$ cat src/hw/uce_pkg.sv
package uce_pkg;

  // ****************************************
  // Register offsets (byte addresses)
  // ****************************************
  localparam int ADDR_W = 12;
  localparam logic [11:0] OFS_STATUS = 12'h104;
  localparam logic [11:0] OFS_MASK = 12'h108;
  localparam logic [11:0] OFS_SEV = 12'h10C;
  localparam logic [11:0] OFS_IRQ_STS = 12'h200;
  localparam logic [11:0] OFS_IRQ_MSK = 12'h204;

  // ****************************************
  // Error bit positions
  // ****************************************
  localparam int BIT_LEGACY = 0;
  localparam int BIT_LINK = 4;
  localparam int BIT_SURPRISE = 5;
  localparam int BIT_POISON = 12;
  localparam int BIT_CREDIT = 13;
  localparam int BIT_CPL_TO = 14;
  localparam int BIT_CPL_ABORT = 15;
  localparam int BIT_UNEXP_CPL = 16;
  localparam int BIT_OVERRUN = 17;
  localparam int BIT_MALFORMED = 18;
  localparam int BIT_ECRC = 19;
  localparam int BIT_UNSUP = 20;

  typedef logic [31:0] uce_word_t;

  // Error types that are detected, logged and reported.
  localparam uce_word_t EVT_IMPL = (32'h0000_0001 << BIT_LINK)
    | (32'h0000_0001 << BIT_SURPRISE) | (32'h0000_0001 << BIT_POISON)
    | (32'h0000_0001 << BIT_CREDIT) | (32'h0000_0001 << BIT_UNEXP_CPL)
    | (32'h0000_0001 << BIT_OVERRUN) | (32'h0000_0001 << BIT_MALFORMED)
    | (32'h0000_0001 << BIT_ECRC) | (32'h0000_0001 << BIT_UNSUP);
  localparam uce_word_t CTL_WMASK = EVT_IMPL
    | (32'h0000_0001 << BIT_LEGACY);

  // ****************************************
  // Reset values
  // ****************************************
  localparam uce_word_t MASK_RST = 32'h0000_0000;
  localparam uce_word_t STS_RST = 32'h0000_0000;
  localparam uce_word_t SEV_RST = (32'h0000_0001 << BIT_LINK)
    | (32'h0000_0001 << BIT_SURPRISE) | (32'h0000_0001 << BIT_CREDIT)
    | (32'h0000_0001 << BIT_OVERRUN) | (32'h0000_0001 << BIT_MALFORMED);

  // ****************************************
  // Interrupt status layout
  // ****************************************
  localparam int IRQ_FATAL = 0;
  localparam int IRQ_NONFATAL = 1;
  localparam int IRQ_W = 2;
  localparam logic [1:0] IRQ_RST = 2'h0;

  typedef struct packed {
    logic fatal;
    logic nonfatal;
  } uce_report_s;

  typedef struct packed {
    logic read;
    logic write;
    logic [11:0] address;
    logic [3:0] byteenable;
    logic [31:0] writedata;
  } uce_avmm_req_s;

  typedef enum logic {
    UCE_IDLE = 1'b0,
    UCE_ACK = 1'b1
  } uce_bus_e;

endpackage

$ cat src/hw/uce_regs.sv
`timescale 1ns/100ps
// Operation
// - Masked error is neither logged nor reported upstream.
// - Mask bits are read-write, sticky, reset to zero.
// - Mask bits 16 to 20 writable; bits 14, 15 and 31 to 21 read zero.
// - Severity only matters for unmasked errors and alone picks class.
// - Unmasked error with severity set is reported fatal.
// - Unmasked error with severity clear is reported non-fatal.
// - Severity bits at 4,5,12,13,16,17,18,19,20.
// - Severity resets to one for 4,5,13,17,18; others zero; sticky.
// - Completion timeout severity bit 14 reads zero always.
// - Completer abort severity bit 15 reads zero always.
// - Legacy bit 0 is writable, sticky, and has no effect.
// - Each unmasked error of a type in EVT_IMPL sets a sticky write-one-to-clear status bit.
module uce_regs (
  input wire logic i_core_clk,
  input wire logic i_rst,
  input wire logic i_cold_rst,
  input wire uce_pkg::uce_avmm_req_s i_avs_req,
  output logic [31:0] o_avs_readdata,
  output logic o_avs_waitrequest,
  input wire uce_pkg::uce_word_t i_err_evt,
  output uce_pkg::uce_report_s o_report,
  output logic o_irq
);
  import uce_pkg::*;

  // ****************************************
  // Bus slave
  // ****************************************
  uce_bus_e st_r;
  uce_bus_e st_nxt;
  logic [31:0] rdata_r;
  logic [31:0] rd_mux;
  logic [31:0] be_mask;
  logic req;
  logic we;
  logic rd_ack;
  logic wait_r;
  uce_word_t mask_r;
  uce_word_t sev_r;
  wire uce_word_t sts_r;
  logic [IRQ_W-1:0] ists_r;
  logic [IRQ_W-1:0] imsk_r;
  logic [IRQ_W-1:0] ists_nxt;
  logic [IRQ_W-1:0] rc_clr;
  uce_report_s rep_r;
  uce_word_t live;
  logic warm;

  assign warm = i_rst | i_cold_rst;
  assign req = i_avs_req.read | i_avs_req.write;
  assign we = (st_r == UCE_ACK) & i_avs_req.write;
  assign rd_ack = (st_r == UCE_ACK) & i_avs_req.read;
  assign live = i_err_evt & EVT_IMPL & ~mask_r;

  genvar gb;
  generate
    for (gb = 0; gb < 4; gb++) begin : g_be
      assign be_mask[8*gb +: 8] = {8{i_avs_req.byteenable[gb]}};
    end
  endgenerate

  // Request held in IDLE is answered one cycle later in ACK.
  always_comb begin
    case (st_r)
      UCE_IDLE: st_nxt = req ? UCE_ACK : UCE_IDLE;
      UCE_ACK: st_nxt = UCE_IDLE;
      default: st_nxt = UCE_IDLE;
    endcase
  end

  always_ff @(posedge i_core_clk) begin
    if (warm) begin
      st_r <= UCE_IDLE;
    end else begin
      st_r <= st_nxt;
    end
  end

  always_comb begin
    case (i_avs_req.address)
      OFS_STATUS: rd_mux = sts_r;
      OFS_MASK: rd_mux = mask_r;
      OFS_SEV: rd_mux = sev_r;
      OFS_IRQ_STS: rd_mux = {30'h0000_0000, ists_r};
      OFS_IRQ_MSK: rd_mux = {30'h0000_0000, imsk_r};
      default: rd_mux = 32'h0000_0000;
    endcase
  end

  // Read data is captured when the request is first seen, so it is
  // stable in the answer cycle.
  always_ff @(posedge i_core_clk) begin
    if (warm) begin
      rdata_r <= 32'h0000_0000;
    end else if (st_r == UCE_IDLE && i_avs_req.read) begin
      rdata_r <= rd_mux;
    end
  end

  assign o_avs_readdata = rdata_r;
  assign o_avs_waitrequest = wait_r;

  // Waitrequest is registered from the next state, so the pin comes from a
  // flop and still drops in exactly the answer cycle.
  always_ff @(posedge i_core_clk) begin
    if (warm) begin
      wait_r <= 1'b1;
    end else begin
      wait_r <= (st_nxt != UCE_ACK);
    end
  end

  // ****************************************
  // Mask and severity
  // ****************************************
  // sticky mask
  always_ff @(posedge i_core_clk) begin
    if (i_cold_rst) begin
      mask_r <= MASK_RST;
    end else if (we && i_avs_req.address == OFS_MASK) begin
      mask_r <= ((mask_r & ~be_mask) | (i_avs_req.writedata & be_mask))
        & CTL_WMASK;
    end
  end

  always_ff @(posedge i_core_clk) begin
    if (i_cold_rst) begin
      sev_r <= SEV_RST;
    end else if (we && i_avs_req.address == OFS_SEV) begin
      sev_r <= ((sev_r & ~be_mask) | (i_avs_req.writedata & be_mask))
        & CTL_WMASK;
    end
  end

  // ****************************************
  // Status log
  // ****************************************
  genvar gi;
  generate
    for (gi = 0; gi < 32; gi++) begin : g_sts
      if (EVT_IMPL[gi]) begin : g_on
        logic bit_r;
        always_ff @(posedge i_core_clk) begin
          if (i_cold_rst) begin
            bit_r <= STS_RST[gi];
          end else if (live[gi]) begin
            bit_r <= 1'b1;
          end else if (we && i_avs_req.address == OFS_STATUS
                       && i_avs_req.writedata[gi] && be_mask[gi]) begin
            bit_r <= 1'b0;
          end
        end
        assign sts_r[gi] = bit_r;
      end else begin : g_off
        assign sts_r[gi] = STS_RST[gi];
      end
    end
  endgenerate

  // ****************************************
  // Upstream report
  // ****************************************
  // severity selects class
  always_ff @(posedge i_core_clk) begin
    if (warm) begin
      rep_r <= '0;
    end else begin
      rep_r.fatal <= |(live & sev_r);
      rep_r.nonfatal <= |(live & ~sev_r);
    end
  end

  assign o_report = rep_r;

  // ****************************************
  // Interrupt
  // ****************************************
  // Only bits that were returned are cleared, so an event landing after
  // the capture is kept.
  assign rc_clr = (rd_ack && i_avs_req.address == OFS_IRQ_STS)
    ? rdata_r[IRQ_W-1:0] : IRQ_RST;

  always_comb begin
    ists_nxt = ists_r & ~rc_clr;
    ists_nxt[IRQ_FATAL] = ists_nxt[IRQ_FATAL] | rep_r.fatal;
    ists_nxt[IRQ_NONFATAL] = ists_nxt[IRQ_NONFATAL] | rep_r.nonfatal;
  end

  always_ff @(posedge i_core_clk) begin
    if (warm) begin
      ists_r <= IRQ_RST;
    end else begin
      ists_r <= ists_nxt;
    end
  end

  always_ff @(posedge i_core_clk) begin
    if (warm) begin
      imsk_r <= IRQ_RST;
    end else if (we && i_avs_req.address == OFS_IRQ_MSK
                 && i_avs_req.byteenable[0]) begin
      imsk_r <= i_avs_req.writedata[IRQ_W-1:0];
    end
  end

  always_ff @(posedge i_core_clk) begin
    if (warm) begin
      o_irq <= 1'b0;
    end else begin
      o_irq <= |(ists_nxt & ~imsk_r);
    end
  end

  // ****************************************
  // Checks
  // ****************************************
  a_mask_no_log: assert property (@(posedge i_core_clk)
    disable iff (i_cold_rst)
    (live == 32'h0000_0000 && !we) |=> (sts_r == $past(sts_r)))
    else $error("masked error changed status");

  a_mask_cold_zero: assert property (@(posedge i_core_clk)
    i_cold_rst |=> (mask_r == MASK_RST))
    else $error("mask not zero after cold reset");

  a_mask_rsvd_zero: assert property (@(posedge i_core_clk)
    disable iff (i_cold_rst) (mask_r[31:21] == 11'h000))
    else $error("reserved mask bits set");

  a_quiet_no_rep: assert property (@(posedge i_core_clk)
    disable iff (warm)
    (live == 32'h0000_0000) |=> !o_report.fatal && !o_report.nonfatal)
    else $error("report without unmasked error");

  a_fatal_rep: assert property (@(posedge i_core_clk)
    disable iff (warm) (|(live & sev_r)) |=> o_report.fatal)
    else $error("fatal report missing");

  a_nonfatal_rep: assert property (@(posedge i_core_clk)
    disable iff (warm) (|(live & ~sev_r)) |=> o_report.nonfatal)
    else $error("non-fatal report missing");

  a_sev_layout: assert property (@(posedge i_core_clk)
    disable iff (i_cold_rst) ((sev_r & ~CTL_WMASK) == 32'h0000_0000))
    else $error("severity bit outside layout");

  a_sev_cold_def: assert property (@(posedge i_core_clk)
    i_cold_rst |=> (sev_r == SEV_RST))
    else $error("severity default wrong");

  a_cpl_to_zero: assert property (@(posedge i_core_clk)
    disable iff (i_cold_rst) !sev_r[BIT_CPL_TO])
    else $error("completion timeout severity set");

  a_abort_zero: assert property (@(posedge i_core_clk)
    disable iff (i_cold_rst) !sev_r[BIT_CPL_ABORT])
    else $error("completer abort severity set");

  a_legacy_inert: assert property (@(posedge i_core_clk)
    disable iff (warm)
    ((i_err_evt & EVT_IMPL) == 32'h0000_0000) |=> (o_report == '0))
    else $error("legacy bit caused report");

  a_status_set: assert property (@(posedge i_core_clk)
    disable iff (i_cold_rst)
    (live != 32'h0000_0000) |=> ((sts_r & $past(live)) == $past(live)))
    else $error("status not logged");

  a_warm_keeps: assert property (@(posedge i_core_clk)
    (i_rst && !i_cold_rst && !we) |=>
      (mask_r == $past(mask_r) && sev_r == $past(sev_r)))
    else $error("sticky field lost on warm reset");

  a_status_w1c: assert property (@(posedge i_core_clk)
    disable iff (i_cold_rst)
    (we && i_avs_req.address == OFS_STATUS && live == 32'h0000_0000
      && i_avs_req.byteenable == 4'hf)
    |=> ((sts_r & $past(i_avs_req.writedata)) == 32'h0000_0000))
    else $error("status bit not cleared");

  a_wait_pulse: assert property (@(posedge i_core_clk)
    disable iff (warm)
    !o_avs_waitrequest |=> o_avs_waitrequest)
    else $error("waitrequest low too long");

  a_rdata_rsvd: assert property (@(posedge i_core_clk)
    disable iff (warm)
    rd_ack |-> (o_avs_readdata[31:21] == 11'h000))
    else $error("reserved read bits set");

endmodule // uce_regs

$ cat config.mk
export PLATFORM = sky130hd
export DESIGN_NAME = uce_regs
export DESIGN_NICKNAME = d
export VERILOG_FILES = /design/src/hw/uce_pkg.sv /design/src/hw/uce_regs.sv
export SDC_FILE = /design/constraint.sdc
export NUM_CORES = 1
export LEC_CHECK = 0
export BUFFER_PORTS_ARGS = -buffer_cell sky130_fd_sc_hd__buf_4
export CAP_MARGIN = 0
export CORE_MARGIN = 4
export CORE_UTILIZATION = 45
export CTS_CLUSTER_SIZE = 30
export DETAILED_ROUTE_END_ITERATION = 10
export PLACE_DENSITY = 0.86
export SLEW_MARGIN = 20
export SYNTH_ARGS = -nofsm -noshare
export SYNTH_HDL_FRONTEND = slang
export SYNTH_SLANG_ARGS = --single-unit
$ cat constraint.sdc
create_clock -name i_core_clk -period 4.6 [get_ports i_core_clk]
set_input_delay 0.46 -clock i_core_clk [delete_from_list [all_inputs] [get_ports i_core_clk]]
set_output_delay 0.46 -clock i_core_clk [all_outputs]
set_load 0.05 [all_outputs]
==> reports/qor.yml, run 1 <==
outcome: "complete, no violations"
grt_busiest_layer: "met2"
die_w_microns: 82.3
grt_max_degree: 32
drt_iter0_drc: 262
slew_headroom_pct: 52.5
grt_first_pass_wirelength_mm: 9.70
synth_top_area_share_pct: 39.5
start_util_pct: 47.4
crit_type: "in -> reg"
post-dp-hpwl_mm: 4.66
fin_worst_skew_ns: 0.00437
layout.nets: 422
die_area_sq_um: 6770
grt_use_met3_pct: 2.39
synth_cells: 289
fmax_mhz: 473
fin_crit_ns: 2.11
startpoint_type: "input port"
clock_tree.root_cell: "clkbuf_8"
ys_seq_area_share_pct: 39.5
rows: 26
avgSynthCellArea_sq_um: 8.59
clk_latency_ns: 0.30
cts_tree: "done"
maxCapViolations: 0
placedCellCount: 400
syn2layout_area_growth_pct: 18.0
drc_errors: 0
required_ns: 4.79
hold_class: "in -> reg"
grt_util_met2_pct: 31.2
r2r_slack_ns: 2.87
peakVddDrop_uv: 132
numPortBuffers: 54
ant_nets: 0
grt-ovfl-total: 0
fillCellCount: 493
coreArea_sq_um: 5240
cts_setup_buffers: 0
die_h_microns: 82.3
cts_hold_buf: 0
ys_ff_latch: 49
yosys-top-cells-area: "dfxtp_1 (40%), mux2i_1 (8.5%), buf_4 (6.4%), nor2_1 (3.9%), nand2_1 (3.5%)"
cts_made_buffers: 5
cts.repair.resized: 0
drive_above_1_share_pct: 20.1
grt_usage_pct: 18.3
tns_ns: 0
arrival_ns: 2.30
clkTransAtPathRegs_ns: 0.09
yosys_warnings: 0
critPathMaxFanout: 18
p_per_area_nw_per_um2: 278
async_reset_ff_share_pct: 0
rsz0062_at_grt: "false"
setup_viol: 0
vias: 2230
synth_cell_types: 50
first_global_vias: 2138
drt-total-wl_mm: 6.04
viasPerCell: 5.47
yosys.area.top_type: "dfxtp_1"
diodes: 0
leakage_nw: 1.30
min_period_over_period_pct: 45.9
final_cells: 408
clkSinkCount: 49
synth_edf_count: 0
ys.flop_type: "dfxtp_1"
wl_per_cell_microns: 14.8
grtUsageMet1_pct: 23.7
cts_max_level: 2
place_congestion: 0.884
antenna_found_initial: 0
slew_violations: 0
hold_viol: 0
clock_path_buffers: 2
num_io_pins: 121
drt_pre_antenna_iters: 4
netlist_area_sq_um: 2480
worst_slew_pin_slew_ns: 0.703
endpoint_kind: "register"
[logic make-up (layout without fill, tap and decap cells)]
kind of cell,count (synthesis),in the layout,share of synthesized area [%]
AO/OA/AOI/OAI,62,62,16.8
buffers and inverters,43,72,10.2
flip-flops,49,49,39.5
multiplexers,22,22,8.93
other,1,21,0.151
AND/OR/NAND/NOR,112,112,24.4
[synth_stat cells, drive strengths merged, types with 2 or more instances]
cell type / count
buf: 27
nand3: 10
or4: 2
nor2b: 7
nand4: 9
and4: 3
dfxtp: 49
inv: 8
and3b: 2
nand3b: 2
nor4: 2
a311oi: 5
o22ai: 5
nand2b: 13
a2bb2oi: 9
mux2i: 21
a21oi: 12
a211o: 3
and3: 3
clkbuf: 8
o21ai: 17
nand4b: 2
nand2: 23
nor2: 26
[stage by stage]
step                util [%]  hold WS, ns  area [sq um]  worst slack (ns)  power (W)
floorplan                  -        0.436          2560              2.65   0.000545
global placement        54.3        0.438          2840              2.30   0.000572
detailed placement      54.3        0.449          2840              2.24   0.000574
CTS                     55.9        0.363          2930              2.53   0.000815
global route            55.9        0.355          2930              2.26   0.000846
finish                  55.9        0.367          2930              2.49   0.000813
[final cells by class]
class / count / area [sq um] / share of cell area, %
inverter: 8 / 30.0 / 1.03
clock buffer: 5 / 68.8 / 2.35
tap: 70 / 87.6 / 2.99
sequential: 49 / 981 / 33.5
multi-input combinational: 217 / 1320 / 45.2
clock inverter: 3 / 17.5 / 0.598
timing repair buffer: 56 / 420 / 14.4
[cell usage in the layout, fill, tap and decap left out, types with 2 or more instances in the layout]
cell type  netlist  layout
nor2b_1          7       7
buf_4           21      56
and4_1           3       3
nor4_1           2       2
nand4b_1         2       2
o22ai_1          5       5
o21ai_0         16      16
mux2i_1         21      21
a211o_1          3       3
and3b_1          2       2
clkinv_2         0       2
inv_1            8       8
conb_1           1      21
nand2b_1        13      13
nand3b_1         2       2
nand4_1          9       9
nand2_1         23      23
dfxtp_1         49      49
a2bb2oi_1        9       9
a21oi_1         12      12
a311oi_1         5       5
nand3_1         10      10
and3_1           3       3
clkbuf_8         0       5
nor2_1          26      26
[worst max-delay path, cell delays in order]
cell,delay [ns]
buf_4,0.23
nor4bb_1,0.61
or4b_1,0.69
mux2i_1,0.24
nor2_1,0.06
[routing by layer]
layer | up-vias | routed length (microns)
met3 | 14 | 481
li1 | 1098 | -
met4 | 0 | 122
met5 | - | 0
met1 | 1018 | 2540
met2 | 100 | 2900
[where the power goes]
part           internal (W)  switching [W]
registers          0.000433     0.00000548
logic             0.0000443      0.0000839
clock network      0.000105       0.000142
[path summary, 6_finish.rpt]
check                          start                   end  depth (start not counted)
hold reg to reg   o_avs_readdata[19]    o_avs_readdata[19]                          2
setup / recovery       i_avs_req[39]              register                          5
setup reg to reg                st_r              register                          4
hold / removal         i_avs_req[19]  g_sts[19].g_on.bit_r                          2
Power figures use the tool's default switching activity.
==> run 2, diff against run 1 <==
--- a/config.mk
+++ b/config.mk
@@ -8,10 +8,10 @@
 export BUFFER_PORTS_ARGS = -buffer_cell sky130_fd_sc_hd__buf_4
 export CAP_MARGIN = 0
 export CORE_MARGIN = 4
-export CORE_UTILIZATION = 45
+export CORE_UTILIZATION = 42
 export CTS_CLUSTER_SIZE = 30
 export DETAILED_ROUTE_END_ITERATION = 10
-export PLACE_DENSITY = 0.86
+export PLACE_DENSITY = 0.85
 export SLEW_MARGIN = 20
 export SYNTH_ARGS = -nofsm -noshare
 export SYNTH_HDL_FRONTEND = slang
==> constraint.sdc (replaced) <==
create_clock -name i_core_clk -period 1.9 [get_ports i_core_clk]
set_input_delay 0.19 -clock i_core_clk [delete_from_list [all_inputs] [get_ports i_core_clk]]
set_output_delay 0.19 -clock i_core_clk [all_outputs]
set_load 0.05 [all_outputs]
==> run 2 against run 1 <==
  * Final cell count up 2.7%
  * Cell area up 2.7%
  * First-iteration DRC count down 34%
  * Global-route usage down 1.2 points
  * Routed wire length down 0.75%
  * Via count up 3.1%
  * Clock skew about the same
  * Register-to-register slack worse by 2.6 ns
  * Clock-buffer cell count up 1
  * Setup slack worse by 2.2 ns
  * Critical path depth unchanged
  * Clock power rose to 2.6 times the previous value
==> reports/qor.yml, run 2 (synthesis results as in run 1) <==
outcome: "complete, no violations"
required_ns: 2.09  # -2.70 ns
maxCapViolations: 0  # unchanged
placed_area_sq_um: 2910  # +2.5%
grt_max_degree: 32  # unchanged
cts_hold_buf: 0  # unchanged
final_area_sq_um: 3010  # +2.7%
antenna_found_initial: 0  # unchanged
drt_iter0_drc: 173  # -34%
rsz0062_at_grt: "false"
drive_above_1_share_pct: 22.2  # +2.1 points
cts_tree: "done"
viasPerCell: 5.49  # +0.43%
mostFrequentLayoutCells: "buf_4 (65), dfxtp_1 (49), nor2_1 (26)"
arrival_ns: 1.81  # -0.49 ns
clkTransAtPathRegs_ns: 0.09  # about the same
diodes: 0  # unchanged
place_congestion: 0.885  # +0.10%
post-dp-hpwl_mm: 4.65  # -0.16%
fmax_mhz: 617
die_area_sq_um: 7200  # +6.4%
startpoint_type: "register"
slew_violations: 0  # unchanged
setup_viol: 0  # unchanged
setup_slack_ns: 0.279  # -2.21 ns
crit_type: "reg -> reg"
fin_crit_ns: 1.62
tns_ns: 0  # unchanged
drt-total-wl_mm: 6.00  # -0.75%
cts.repair.resized: 0  # unchanged
hold_viol: 0  # unchanged
dp_slack_ns: 0.0141  # -2.22 ns
syn2layout_area_growth_pct: 21.2
cts_made_buffers: 5  # unchanged
wl_per_cell_microns: 14.3  # -3.4%
leakage_nw: 1.35  # +3.9%
die_w_microns: 84.9  # +3.2%
p_per_area_nw_per_um2: 671  # +140%
min_period_over_period_pct: 85.3
first_global_vias: 2198  # +2.8%
die_h_microns: 84.9  # +3.2%
final_common_cell: "buf_4"
vias: 2300  # +3.1%
coreArea_sq_um: 5610  # +7.1%
cts_max_level: 2  # unchanged
peakVddDrop_uv: 344  # +160%
grt_first_pass_wirelength_mm: 10.0  # +3.5%
finalHoldWorstSlack_ns: 0.0884  # -0.278 ns
drc_errors: 0  # unchanged
ant_nets: 0  # unchanged
cts_setup_buffers: 0  # unchanged
clock_path_buffers: 2  # unchanged
start_util_pct: 44.2  # -3.1 points
hold_class: "in -> reg"
critPathMaxFanout: 10  # -8
fillCellCount: 515  # +4.5%
numPortBuffers: 54  # unchanged
endpoint_kind: "register"
clkSinkCount: 49  # unchanged
num_io_pins: 121  # unchanged
layout.nets: 431  # +2.1%
fin_worst_skew_ns: 0.00451  # +0.000144 ns
drt_pre_antenna_iters: 4  # unchanged
grt_usage_pct: 17.1  # -1.2 points
clock_tree.root_cell: "clkbuf_8"
grt-ovfl-total: 0  # unchanged
rows: 27  # +3.8%
clk_latency_ns: 0.30  # about the same
[run 2: changes by cell type in the layout (fill, tap and decap cells not counted)]
cell | previous run | this run
clkinv_4 | 0 | 1
clkbuf_8 | 5 | 6
buf_4 | 56 | 65
clkinv_2 | 2 | 1
clkinvlp_4 | 1 | 0
[run 2: worst paths after layout]
kind                                    start                    to  slack (ns)  depth (start not counted)
worst max-delay path                     st_r              register        0.28                          5
worst min-delay path            i_avs_req[20]  g_sts[20].g_on.bit_r        0.09                          2
worst max register to register           st_r              register        0.28                          5
worst min register to register       register              register        0.46                          2
[run 2: metal layers]
metal	track usage, %	vias up	share of wire, %
met4	7.48	0	2.2
met1	21.5	1077	44
met3	4.37	15	7.5
met5	0	-	0
met2	27.6	97	47
li1	-	1111	-
[run 2: area by class of cell]
cell class / instances / area (sq um) / share of cell area, %
sequential: 49 / 981 / 32.6
multi-input combinational: 217 / 1320 / 44.0
clock buffer: 6 / 82.6 / 2.75
timing repair buffer: 65 / 488 / 16.2
clock inverter: 2 / 13.8 / 0.458
inverter: 8 / 30.0 / 0.998
tap: 72 / 90.1 / 3.00
[run 2: through the flow]
stage	util, %	power (W)	std cells
5_1_grt	53.6	0.00210	419
3_3_place_gp	51.9	0.00139	411
3_5_place_dp	51.9	0.00140	411
4_1_cts	53.6	0.00202	419
2_1_floorplan	-	0.00132	309
6_report	53.6	0.00202	419
[run 2: critical path, cell delays in order, from the launching register on]
cell	delay, ns
dfxtp_1	0.48
nand3_1	0.15
or4b_1	0.50
buf_4	0.19
mux2i_1	0.15
nor2_1	0.05
[run 2: where the power goes]
part / internal, W / leakage (nW) / switching [W] / total (W)
logic: 0.000112 / 0.898 / 0.000204 / 0.000316
clock network: 0.000295 / 0.0512 / 0.000345 / 0.000641
registers: 0.00105 / 0.399 / 0.0000135 / 0.00106
